`config.mk`:
```
export PLATFORM = sky130hd
export DESIGN_NAME = ubc_baud_ctrl
export DESIGN_NICKNAME = d
export VERILOG_FILES = /design/src/rtl/ubc_pkg.sv /design/src/rtl/ubc_baud_ctrl.sv /design/src/rtl/ubc_dir_ctrl.sv /design/src/rtl/ubc_tick_div.sv
export VERILOG_INCLUDE_DIRS = /design/src /design/src/rtl
export SDC_FILE = /design/constraint.sdc
export NUM_CORES = 1
export LEC_CHECK = 0
export BUFFER_PORTS_ARGS = -buffer_cell sky130_fd_sc_hd__buf_2
export CAP_MARGIN = 30
export CORE_ASPECT_RATIO = 0.8
export CORE_MARGIN = 2
export CORE_UTILIZATION = 55
export CTS_CLUSTER_DIAMETER = 200
export DETAILED_ROUTE_END_ITERATION = 10
export HOLD_SLACK_MARGIN = 0.06
export PLACE_DENSITY_LB_ADDON = 0.12
export SYNTH_ARGS = -nofsm -noshare
export SYNTH_HDL_FRONTEND = slang
export SYNTH_SLANG_ARGS = --single-unit
```
`constraint.sdc`:
```
create_clock -name clk -period 6.9 [get_ports clk]
set_input_delay 0.69 -clock clk [delete_from_list [all_inputs] [get_ports clk]]
set_output_delay 0.69 -clock clk [all_outputs]
set_load 0.01 [all_outputs]
```
`src/rtl/ubc_defines.svh`:
```
// ubc_defines.svh: widths, reset values, select codes and timing counts for the baud and enable block
// assumes: included by bare name from the package and from ubc_baud_ctrl
`ifndef UBC_DEFINES_SVH
`define UBC_DEFINES_SVH

`define UBC_DIV_W          16
`define UBC_ETU_W          11
`define UBC_ETU_RESET      11'h174
`define UBC_PRESCALE       4'h8
`define UBC_SEL_MCK        2'h0
`define UBC_SEL_MCK_DIV    2'h1
`define UBC_SEL_EXT        2'h3
`define UBC_OVER8_DIV      5'h08
`define UBC_OVER16_DIV     5'h10

`endif

```
`src/rtl/ubc_pkg.sv`:
```
// ubc_pkg.sv: types shared by the baud and enable control block
// assumes: ubc_defines.svh is on the include path
package ubc_pkg;
  `include "ubc_defines.svh"

  typedef enum logic [1:0] {UBC_MODE_ASYNC, UBC_MODE_SYNC, UBC_MODE_CARD} ubc_mode_e;
  typedef enum logic [1:0] {UBC_DIR_OFF, UBC_DIR_ON, UBC_DIR_DRAIN} ubc_dir_e;
endpackage : ubc_pkg

```
`src/rtl/ubc_baud_ctrl.sv`:
```
// ubc_baud_ctrl.sv: baud rate generator and receiver/transmitter enable control
// assumes: all inputs synchronous to clk except the serial clock pin, which is synchronised here
`timescale 1ns/1ps
`include "ubc_defines.svh"
module ubc_baud_ctrl
  import ubc_pkg::*;
(
  input  wire logic        clk,
  input  wire logic        resetn,
  input  wire logic        ce,
  input  wire logic [1:0]  clock_source_select,
  input  wire logic [15:0] baud_divisor,
  input  wire logic        sync_mode,
  input  wire logic        card_mode,
  input  wire logic        over8,
  input  wire logic        clock_output_enable,
  input  wire logic [10:0] etu_ratio_wdata,
  input  wire logic        etu_ratio_we,
  input  wire logic        sck_in,
  input  wire logic        cmd_strobe,
  input  wire logic        rx_enable_cmd,
  input  wire logic        rx_disable_cmd,
  input  wire logic        rx_reset_cmd,
  input  wire logic        tx_enable_cmd,
  input  wire logic        tx_disable_cmd,
  input  wire logic        tx_reset_cmd,
  input  wire logic        rx_char_busy,
  input  wire logic        tx_shift_busy,
  input  wire logic        tx_holding_full,
  input  wire logic        tx_timeguard_busy,
  output logic             sck_out,
  output logic             sck_oe,
  output logic             sample_tick,
  output logic             bit_tick,
  output logic             rx_enabled,
  output logic             tx_enabled,
  output logic             rx_soft_rst,
  output logic             tx_soft_rst,
  output logic [10:0]      etu_ratio_field,
  output logic             baud_active
);

  ////////////////////////////////////////////////////////////////////////////
  // pin clock crossing and edge detect

  logic       sck_s1_r;
  logic       sck_s2_r;
  logic       sck_s3_r;
  logic       sck_rise;

  always_ff @(posedge clk or negedge resetn)
  begin
    if (!resetn)
    begin
      sck_s1_r <= 1'b0;
      sck_s2_r <= 1'b0;
      sck_s3_r <= 1'b0;
    end
    else if (ce)
    begin
      sck_s1_r <= sck_in;
      sck_s2_r <= sck_s1_r;
      sck_s3_r <= sck_s2_r;
    end
  end

  // only the second and third stages are looked at
  assign sck_rise = sck_s2_r && !sck_s3_r;

  ////////////////////////////////////////////////////////////////////////////
  // source selection

  logic [3:0] pre_cnt_r;
  logic       pre_tick;
  logic       src_tick;
  ubc_mode_e  mode;

  always_ff @(posedge clk or negedge resetn)
  begin
    if (!resetn)
      pre_cnt_r <= 4'h0;
    else if (ce)
      pre_cnt_r <= pre_tick ? 4'h0 : pre_cnt_r + 4'h1;
  end

  assign pre_tick = pre_cnt_r == (`UBC_PRESCALE - 4'h1);

  // the unused select code 2 is treated as the master clock
  always_comb
  begin
    case (clock_source_select)
      `UBC_SEL_MCK_DIV: src_tick = pre_tick;
      `UBC_SEL_EXT:     src_tick = sck_rise;
      default:          src_tick = 1'b1;
    endcase
  end

  always_comb
  begin
    if (card_mode)
      mode = UBC_MODE_CARD;
    else if (sync_mode)
      mode = UBC_MODE_SYNC;
    else
      mode = UBC_MODE_ASYNC;
  end

  ////////////////////////////////////////////////////////////////////////////
  // divisor stage

  logic        div_tick;
  logic        div_half;
  logic        div_clr;
  logic        ext_direct;

  assign ext_direct = mode == UBC_MODE_SYNC && clock_source_select == `UBC_SEL_EXT;
  assign div_clr    = rx_soft_rst && tx_soft_rst;

  ubc_tick_div #(
    .W        (`UBC_DIV_W)
  ) u_cd_div (
    .clk      (clk),
    .resetn   (resetn),
    .ce       (ce),
    .clr      (div_clr),
    .tick_in  (src_tick),
    .divisor  (baud_divisor),
    .tick_out (div_tick),
    .half_hi  (div_half)
  );

  // divisor one degenerates to the source tick itself; the mux bypasses the divisor only for the external clock in sync mode
  logic base_tick;
  assign base_tick = ext_direct ? src_tick : div_tick;

  ////////////////////////////////////////////////////////////////////////////
  // oversampling and card dividers

  logic [4:0]  over_div;
  logic        over_tick;
  logic        etu_tick;
  logic [15:0] over_div_w;
  logic [15:0] etu_div_w;

  assign over_div   = over8 ? `UBC_OVER8_DIV : `UBC_OVER16_DIV;
  assign over_div_w = {11'h000, over_div};
  assign etu_div_w  = {5'h00, etu_ratio_field};

  ubc_tick_div #(
    .W        (`UBC_DIV_W)
  ) u_over_div (
    .clk      (clk),
    .resetn   (resetn),
    .ce       (ce),
    .clr      (rx_soft_rst),
    .tick_in  (base_tick && mode == UBC_MODE_ASYNC),
    .divisor  (over_div_w),
    .tick_out (over_tick),
    .half_hi  ()
  );

  ubc_tick_div #(
    .W        (`UBC_DIV_W)
  ) u_etu_div (
    .clk      (clk),
    .resetn   (resetn),
    .ce       (ce),
    .clr      (rx_soft_rst && tx_soft_rst),
    .tick_in  (base_tick && mode == UBC_MODE_CARD),
    .divisor  (etu_div_w),
    .tick_out (etu_tick),
    .half_hi  ()
  );

  always_ff @(posedge clk or negedge resetn)
  begin
    if (!resetn)
      etu_ratio_field <= `UBC_ETU_RESET;
    else if (ce && etu_ratio_we)
      etu_ratio_field <= etu_ratio_wdata;
  end

  ////////////////////////////////////////////////////////////////////////////
  // clock outputs

  logic bit_nxt;
  logic sample_nxt;

  always_comb
  begin
    case (mode)
      UBC_MODE_ASYNC:
      begin
        sample_nxt = base_tick;
        bit_nxt    = over_tick;
      end
      UBC_MODE_SYNC:
      begin
        sample_nxt = base_tick;
        bit_nxt    = base_tick;
      end
      UBC_MODE_CARD:
      begin
        sample_nxt = base_tick;
        bit_nxt    = etu_tick;
      end
      default:
      begin
        sample_nxt = 1'b0;
        bit_nxt    = 1'b0;
      end
    endcase
  end

  // pin waveform: high in the first half of each divisor period
  logic sck_nxt;
  logic drive_nxt;
  logic mck_src;

  // select code 2 acts as the master clock here as well
  assign mck_src   = clock_source_select != `UBC_SEL_MCK_DIV && clock_source_select != `UBC_SEL_EXT;
  assign drive_nxt = ((mode == UBC_MODE_SYNC && !ext_direct) || mode == UBC_MODE_CARD)
                     && clock_output_enable;

  always_comb
  begin
    if (baud_divisor == 16'h0000)
      sck_nxt = 1'b0;
    else if (baud_divisor == 16'h0001 && mck_src)
      sck_nxt = sck_out;
    else if (baud_divisor == 16'h0001 && clock_source_select == `UBC_SEL_MCK_DIV)
      sck_nxt = pre_cnt_r < (`UBC_PRESCALE >> 1);
    else if (baud_divisor == 16'h0001)
      sck_nxt = sck_s2_r;
    else if (mck_src)
      sck_nxt = div_half;
    else
      sck_nxt = div_half;
  end

  always_ff @(posedge clk or negedge resetn)
  begin
    if (!resetn)
    begin
      sample_tick <= 1'b0;
      bit_tick    <= 1'b0;
      baud_active <= 1'b0;
    end
    else if (ce)
    begin
      sample_tick <= sample_nxt;
      bit_tick    <= bit_nxt;
      baud_active <= ext_direct || baud_divisor != 16'h0000;
    end
  end

  always_ff @(posedge clk or negedge resetn)
  begin
    if (!resetn)
    begin
      sck_out <= 1'b0;
      sck_oe  <= 1'b0;
    end
    else if (ce)
    begin
      // a divisor of one with the master clock toggles every cycle: half the rate, even duty
      sck_out <= (baud_divisor == 16'h0001 && mck_src) ? !sck_out : sck_nxt;
      sck_oe  <= drive_nxt;
    end
  end

  ////////////////////////////////////////////////////////////////////////////
  // receiver and transmitter enable control

  logic rx_en_w;
  logic tx_en_w;
  logic rx_rst_w;
  logic tx_rst_w;
  logic tx_busy;

  assign tx_busy = tx_shift_busy || tx_holding_full || tx_timeguard_busy;

  ubc_dir_ctrl u_rx_ctrl (
    .clk      (clk),
    .resetn   (resetn),
    .ce       (ce),
    .en_cmd   (cmd_strobe && rx_enable_cmd),
    .dis_cmd  (cmd_strobe && rx_disable_cmd),
    .rst_cmd  (cmd_strobe && rx_reset_cmd),
    .busy     (rx_char_busy),
    .enabled  (rx_en_w),
    .soft_rst (rx_rst_w)
  );

  ubc_dir_ctrl u_tx_ctrl (
    .clk      (clk),
    .resetn   (resetn),
    .ce       (ce),
    .en_cmd   (cmd_strobe && tx_enable_cmd),
    .dis_cmd  (cmd_strobe && tx_disable_cmd),
    .rst_cmd  (cmd_strobe && tx_reset_cmd),
    .busy     (tx_busy),
    .enabled  (tx_en_w),
    .soft_rst (tx_rst_w)
  );

  // separate instances keep the two directions independent
  always_ff @(posedge clk or negedge resetn)
  begin
    if (!resetn)
    begin
      rx_enabled  <= 1'b0;
      tx_enabled  <= 1'b0;
      rx_soft_rst <= 1'b0;
      tx_soft_rst <= 1'b0;
    end
    else if (ce)
    begin
      rx_enabled  <= rx_en_w && !(cmd_strobe && rx_reset_cmd);
      tx_enabled  <= tx_en_w && !(cmd_strobe && tx_reset_cmd);
      rx_soft_rst <= rx_rst_w;
      tx_soft_rst <= tx_rst_w;
    end
  end

endmodule : ubc_baud_ctrl

```
`src/rtl/ubc_dir_ctrl.sv`:
```
// ubc_dir_ctrl.sv: enable state of one direction (receive or transmit)
// assumes: command strobes are one-cycle pulses; busy is driven by the datapath
`timescale 1ns/1ps
module ubc_dir_ctrl
  import ubc_pkg::*;
(
  input  wire logic clk,
  input  wire logic resetn,
  input  wire logic ce,
  input  wire logic en_cmd,
  input  wire logic dis_cmd,
  input  wire logic rst_cmd,
  input  wire logic busy,
  output logic      enabled,
  output logic      soft_rst
);
  ubc_dir_e st_r;

  always_ff @(posedge clk or negedge resetn)
  begin
    if (!resetn)
      st_r <= UBC_DIR_OFF;
    else if (ce)
    begin
      if (rst_cmd)
        st_r <= UBC_DIR_OFF;
      else if (dis_cmd)
        // a direction that is already off has nothing to drain
        st_r <= (busy && st_r != UBC_DIR_OFF) ? UBC_DIR_DRAIN : UBC_DIR_OFF;
      else if (en_cmd)
        st_r <= UBC_DIR_ON;
      else
      begin
        case (st_r)
          UBC_DIR_DRAIN: if (!busy) st_r <= UBC_DIR_OFF;
          default:       st_r <= st_r;
        endcase
      end
    end
  end

  assign enabled  = st_r != UBC_DIR_OFF;
  assign soft_rst = ce && rst_cmd;
endmodule : ubc_dir_ctrl

```
`src/rtl/ubc_tick_div.sv`:
```
// ubc_tick_div.sv: divides a stream of one-cycle ticks by a programmable count
// assumes: ticks are single-cycle pulses on clk; a divisor of zero stops the output
`timescale 1ns/1ps
module ubc_tick_div
  import ubc_pkg::*;
#(
  parameter int W = 16
)
(
  input  wire logic         clk,
  input  wire logic         resetn,
  input  wire logic         ce,
  input  wire logic         clr,
  input  wire logic         tick_in,
  input  wire logic [W-1:0] divisor,
  output logic              tick_out,
  output logic              half_hi
);
  logic [W-1:0] cnt_r;

  // count down from divisor-1; half_hi marks the first half of the period
  always_ff @(posedge clk or negedge resetn)
  begin
    if (!resetn)
      cnt_r <= '0;
    else if (ce)
    begin
      if (clr || divisor == '0)
        cnt_r <= '0;
      else if (tick_in)
      begin
        if (cnt_r == '0)
          cnt_r <= divisor - W'(1);
        else
          cnt_r <= cnt_r - W'(1);
      end
    end
  end

  assign tick_out = ce && !clr && tick_in && divisor != '0 && cnt_r == '0;
  assign half_hi  = cnt_r >= (divisor >> 1);
endmodule : ubc_tick_div

```
==> flow_summary.yaml, run 1 <==
run_status:
  status: "complete, no violations"
place:
  dp.cells: 789
  dp_hpwl_um: 10200
  dpl_cell_area_um2: 5830
  numPortBuffers: 68
  place.gp.congestion: 0.906
yosys:
  syn_avg_cell_area_um2: 8.70
  synth_flop_cell: "dfrtp_1"
  ys_seq_area_frac: 0.367
  yosys_register_bits: 79
  synth-edff-count: 0
  synth_cell_types: 68
  synth_top_area_share: 0.343
  synth_top_area_cell: "dfrtp_1"
  yosys-top-cells-count: "dfrtp_1, o21ai_0, nand2_1, nor2_1, inv_1"
  netlist_area_um2: 5400
  synth.area.top_cells: "dfrtp_1, ha_1, o21ai_0, nand2_1, mux2_2"
  yosysMostFrequentCell: "dfrtp_1"
  synthCells: 621
  ys_warn_count: 0
  async_flop_share: 1.00
  synth_nets: 696
final_layout:
  area_growth_pct: 13.6
  fin_nets: 756
  drive_gt1_frac: 0.180
  layout.cells.non_filler: 804
  final_area_um2: 6130
  n_antenna_cell: 0
timing:
  fin_crit_sh: 0.476
  setup_violations: 0
  fin_skew_ns: 0.00496
  fin_setup_tns_ns: 0
  hold_viol: 0
  slew_headroom: 0.372
  tightest_slew_ns: 0.937
  max_freq_ghz: 0.304
  drv_slew: 0
  rsz0062_at_grt: "false"
  fin_crit_ns: 3.29
cts:
  cts_max_path_buffers: 2
  cts.sinks: 79
  cts_setup_buffers: 0
  holdBufCountCts: 0
  clock-root-buffer: "clkbuf_16"
  cts_buffers: 9
  clk_latency_ns: 0.33
  htreeDepth: 3
  cts_resized: 0
  cts_tree: "built"
  clk_pin_slew_worst_paths_ns: 0.06
power_and_ir_drop:
  power_switching_w: 0.000959
  power_frac_comb: 0.464
  power_density_nw_per_um2: 365
  ir_drop_mv: 0.276
  p_int_w: 0.00128
  clkPwrFrac: 0.212
  leakage_nw: 2.88
  seq_power_share: 0.324
  switching_share: 0.429
  p_total_w: 0.00224
die:
  core_area_um2: 9610
  die_area_um2: 10600
  io_pins: 69
  fp.dieW_um: 115
  num_rows: 32
  die_h_um: 92.6
  start_util: 0.562
worst_setup_path:
  worst-path-stages: 8
  crit_type: "register to register"
  cp-endpoint: "u_over_div.cnt_r[15]"
  critPathTopFamily: "simple AND/OR/NAND/NOR gates"
  crit_arrival_ns: 3.56
  crit-reg2reg-launch: "u_cd_div.cnt_r[0]"
  cp_cell_sequence: "inv_1 > ha_1 > nor4b_2 > and4_1 > nand3b_1 > or3_1 > nor4_1 > a21o_1"
  required_ns: 7.18
  cp-start-kind: "register"
  crit_path_max_incr_delay_ns: 0.75
  r2r_slack_ns: 3.61
  slowest_stage: "and4_1"
  crit_path_max_fanout: 21
  cp-end-kind: "register"
  r2r-end: "u_over_div.cnt_r[15]"
  reg2regPathDepth: 8
  critPathLaunch: "u_cd_div.cnt_r[0]"
  crit_buf_inv: 1
grt:
  grt_antenna_before_repair: 0
  grt_max_degree: 45
  top_usage_layer: "met2"
  grt_usage: 0.265
  grt_util_met3: 0.0452
  met1_usage: 0.384
  grt_pass1_wl_um: 22700
  grt_overflow: 0
  use_met2: 0.421
  grt_pass1_vias: 4745
detailed_routing:
  first_pass_iters: 5
  via_per_inst: 6.38
  vias: 5132
  wire_per_inst_um: 17.2
  drt_iter0_drc: 406
  wl_um: 13800
  drc_errors: 0
  ant_nets: 0
min_path:
  hp-class: "input port to asynchronous set/reset pin"
job:
  maxCapViolations: 0
## registers in the layout (all words and copies together), names as in the netlist, 2 cells and up
register and cells:
u_tx_ctrl.st_r 2, u_rx_ctrl.st_r 2, u_etu_div.cnt_r 16, u_over_div.cnt_r 16, pre_cnt_r 4, u_cd_div.cnt_r 16, etu_ratio_field 11
## placed cells by master (no fill, tap or decap), types with 15 or more instances in the layout
cell type | synthesis | routed
o21ai_0 | 62 | 62
inv_1 | 29 | 29
nor2_1 | 42 | 42
ha_1 | 26 | 26
xnor2_1 | 17 | 17
dfrtp_1 | 74 | 74
nand2_1 | 59 | 59
a21oi_1 | 27 | 27
buf_2 | 3 | 67
mux2_2 | 16 | 16
nor3_1 | 28 | 28
nand3_1 | 19 | 19
nor4_1 | 18 | 18
a21o_1 | 15 | 15
## through the flow
stage	worst slack [ns]	hold WS (ns)	util
global placement	3.56	0.466	0.604
finish	3.61	0.315	0.638
floorplan	4.20	0.394	-
global route	3.31	0.358	0.638
detailed placement	3.57	0.473	0.607
CTS	3.65	0.342	0.638
## how the worst min path moves through the flow
| stage | end | from | cells past startpoint |
|---|---|---|---|
| finish | u_tx_ctrl.st_r[1] | resetn | 1 |
| global route | u_tx_ctrl.st_r[1] | resetn | 1 |
| CTS | tx_soft_rst | resetn | 1 |
| detailed placement | sck_oe | sck_oe | 1 |
| global placement | sck_oe | sck_oe | 1 |
| floorplan | baud_active | resetn | 0 |
## per-layer routing
layer	part of all wire	vias to the layer above	routed length, um
met5	0	-	0
met4	0.013	0	176
met3	0.063	27	866
met2	0.46	185	6330
met1	0.47	2481	6430
li1	-	2439	-
## worst reg2reg max path: cells and delay by family (launching register included)
kind | cells | cell delay, ns
compound gates | 1 | 0.11
fa+ha+maj | 1 | 0.21
buf+inv | 1 | 0.15
flops | 1 | 0.40
simple gates | 5 | 2.34
## cell families (layout without fill, tap and decap cells)
logic type	after synthesis	in the layout	share of synthesized area
simple gates	251	251	0.258
compound gates	175	175	0.204
flops	79	79	0.367
xor+xnor	22	22	0.0357
buf+inv	50	114	0.0375
mux	18	18	0.0371
fa+ha+maj	26	26	0.0602
## layout make-up
type	instances	area, um2
fillers	833	3480
multi-input cells	492	3220
flip-flops and latches	79	1980
repair buffers	70	378
clock buffers	12	256
well taps	119	149
inverters	29	109
clock inverters	3	42.5
## power by group through the flow
stage | clock network (W) | logic (W) | registers (W)
after global placement | 0 | 0.000969 | 0.000721
after CTS | 0.000483 | 0.00101 | 0.000721
final | 0.000474 | 0.00104 | 0.000725
after global routing | 0.000502 | 0.00116 | 0.000739
after floorplan | 0 | 0.000768 | 0.000697
after detailed placement | 0 | 0.00101 | 0.000727
Note: power is estimated with default switching activity, not from simulation.
==> run 2: changes to the inputs <==
Settings changed: CORE_UTILIZATION 55 to 53.
Clock period 6.9 ns to 2.9 ns, I/O delays scaled along.
==> run 2 against run 1 <==
Clock power up 130%. Core utilization up 0.61 points. Critical path depth unchanged. Register-to-register slack worse by 3.4 ns. Total power up 140%. Flip-flop and latch count unchanged. Global-route usage down 0.15 points. Via count up 0.19%. Sequential share of layout area down 0.83 points. Design area up 2.6%. Final cell count up 4.4%. Largest power group unchanged.
==> flow_summary.yaml, run 2 (synthesis results as in run 1) <==
worst_setup_path:
  crit_type: "register to register"
  reg2regPathDepth: 8
  crit_arrival_ns: 2.98
  cp-start-kind: "register"
  crit_path_max_fanout: 15
  required_ns: 3.18
  cp-end-kind: "register"
timing:
  rsz0062_at_grt: "false"
  slew_headroom: 0.607
  fin_crit_ns: 2.71
  drv_slew: 0
  max_freq_ghz: 0.370
  fin_skew_ns: 0.00746
  fin_crit_sh: 0.933
  fin_setup_tns_ns: 0
  hold_viol: 0
  setup_violations: 0
  tightest_slew_ns: 0.584
run_status:
  status: "complete, no violations"
grt:
  grt_antenna_before_repair: 0
  grt_pass1_vias: 4765
  grt_max_degree: 54
  grt_usage: 0.263
  grt_overflow: 0
  grt_pass1_wl_um: 22800
detailed_routing:
  via_per_inst: 6.13
  drc_errors: 0
  wl_um: 14000
  first_pass_iters: 5
  drt_iter0_drc: 400
  vias: 5142
  ant_nets: 0
  wire_per_inst_um: 16.7
job:
  maxCapViolations: 0
final_layout:
  reg_top3: "u_cd_div.cnt_r: 16 flops, u_etu_div.cnt_r: 16 flops, u_over_div.cnt_r: 16 flops"
  fin_nets: 774
  drive_gt1_frac: 0.203
  seq_area_um2: 1980
  nFillCells: 851
  final_core_util: 0.644
  area_growth_pct: 16.5
  mostFrequentLayoutCell: "dfrtp_1"
  n_antenna_cell: 0
  multi_input_area_um2: 3230
  layout_common_cells: "dfrtp_1, buf_2, o21ai_0, nand2_1, nor2_1"
min_path:
  hp-class: "input port to register"
  whs_path_depth: 2
cts:
  cts_max_path_buffers: 2
  cts_tree: "built"
  htreeDepth: 3
  cts.sinks: 79
  clk_latency_ns: 0.34
  cts_setup_buffers: 0
  clock-root-buffer: "clkbuf_16"
  cts_buffers: 9
  clk_pin_slew_worst_paths_ns: 0.06
die:
  core_area_um2: 9770
  die_h_um: 94.3
  die_area_um2: 11000
  start_util: 0.553
  io_pins: 69
  num_rows: 32
  fp.dieW_um: 117
place:
  place.gp.congestion: 0.933
  numPortBuffers: 68
  dp_hpwl_um: 10500
power_and_ir_drop:
  power_density_nw_per_um2: 861
  leakage_nw: 2.96
  ir_drop_mv: 0.485
==> run 2: per-stage QoR <==
step | setup WS (ns) | std cells | instance area [um2] | total power (W) | hold slack (ns)
6_report | 0.194 | 839 | 6290 | 0.00542 | 0.187
5_1_grt | 0.0274 | 839 | 6290 | 0.00582 | 0.183
3_5_place_dp | 0.126 | 823 | 5980 | 0.00424 | 0.237
2_1_floorplan | 0.600 | 621 | 5400 | 0.00348 | -0.00559
3_3_place_gp | 0.244 | 822 | 5960 | 0.00414 | 0.465
4_1_cts | 0.0969 | 839 | 6280 | 0.00539 | 0.182
==> run 2: what timing repair did <==
| item | 4_1_cts | 5_1_grt |
|---|---|---|
| endpoints found under the hold margin | 24 | 0 |
| gates resized for setup | 0 | 3 |
| endpoints found under the setup margin | 0 | 13 |
| hold buffers | 1 | 0 |
==> run 2: worst max-delay path: stages (launching register included) <==
cell      delay (ns)
dfrtp_1         0.40
inv_1           0.13
ha_1            0.23
nor4b_2         0.35
and4_1          0.40
nand3b_1        0.24
or3_4           0.48
nor4_1          0.30
a21o_1          0.12
==> run 2: report_power, final <==
group          internal [W]  switching, W  total (W)
registers           0.00136      0.000345    0.00171
clock network      0.000663      0.000443    0.00111
logic               0.00108       0.00153    0.00260
==> run 2: area by class of cell <==
class | count | share of cell area
clock inverters | 5 | 0.00954
well taps | 136 | 0.0270
clock buffers | 10 | 0.0364
repair buffers | 88 | 0.0819
inverters | 29 | 0.0173
multi-input cells | 492 | 0.513
flip-flops and latches | 79 | 0.315
==> run 2: path summary, 6_finish.rpt <==
check | slack (ns) | to | startpoint
min reg2reg | 0.48 | sck_oe | sck_oe
max in group asynchronous | 1.83 | etu_ratio_field[5] | resetn
min | 0.19 | u_tx_ctrl.st_r[1] | tx_reset_cmd
max reg2reg | 0.19 | u_over_div.cnt_r[15] | u_cd_div.cnt_r[0]
min in group asynchronous | 0.42 | u_rx_ctrl.st_r[0] | resetn
max | 0.19 | u_over_div.cnt_r[15] | u_cd_div.cnt_r[0]
==> run 2: per-layer routing <==
layer,vias up,part of all wire,track usage
met5,-,0,0
met4,0,0.012,0.0588
met3,15,0.077,0.0626
met2,198,0.44,0.403
met1,2462,0.47,0.378
li1,2467,-,-
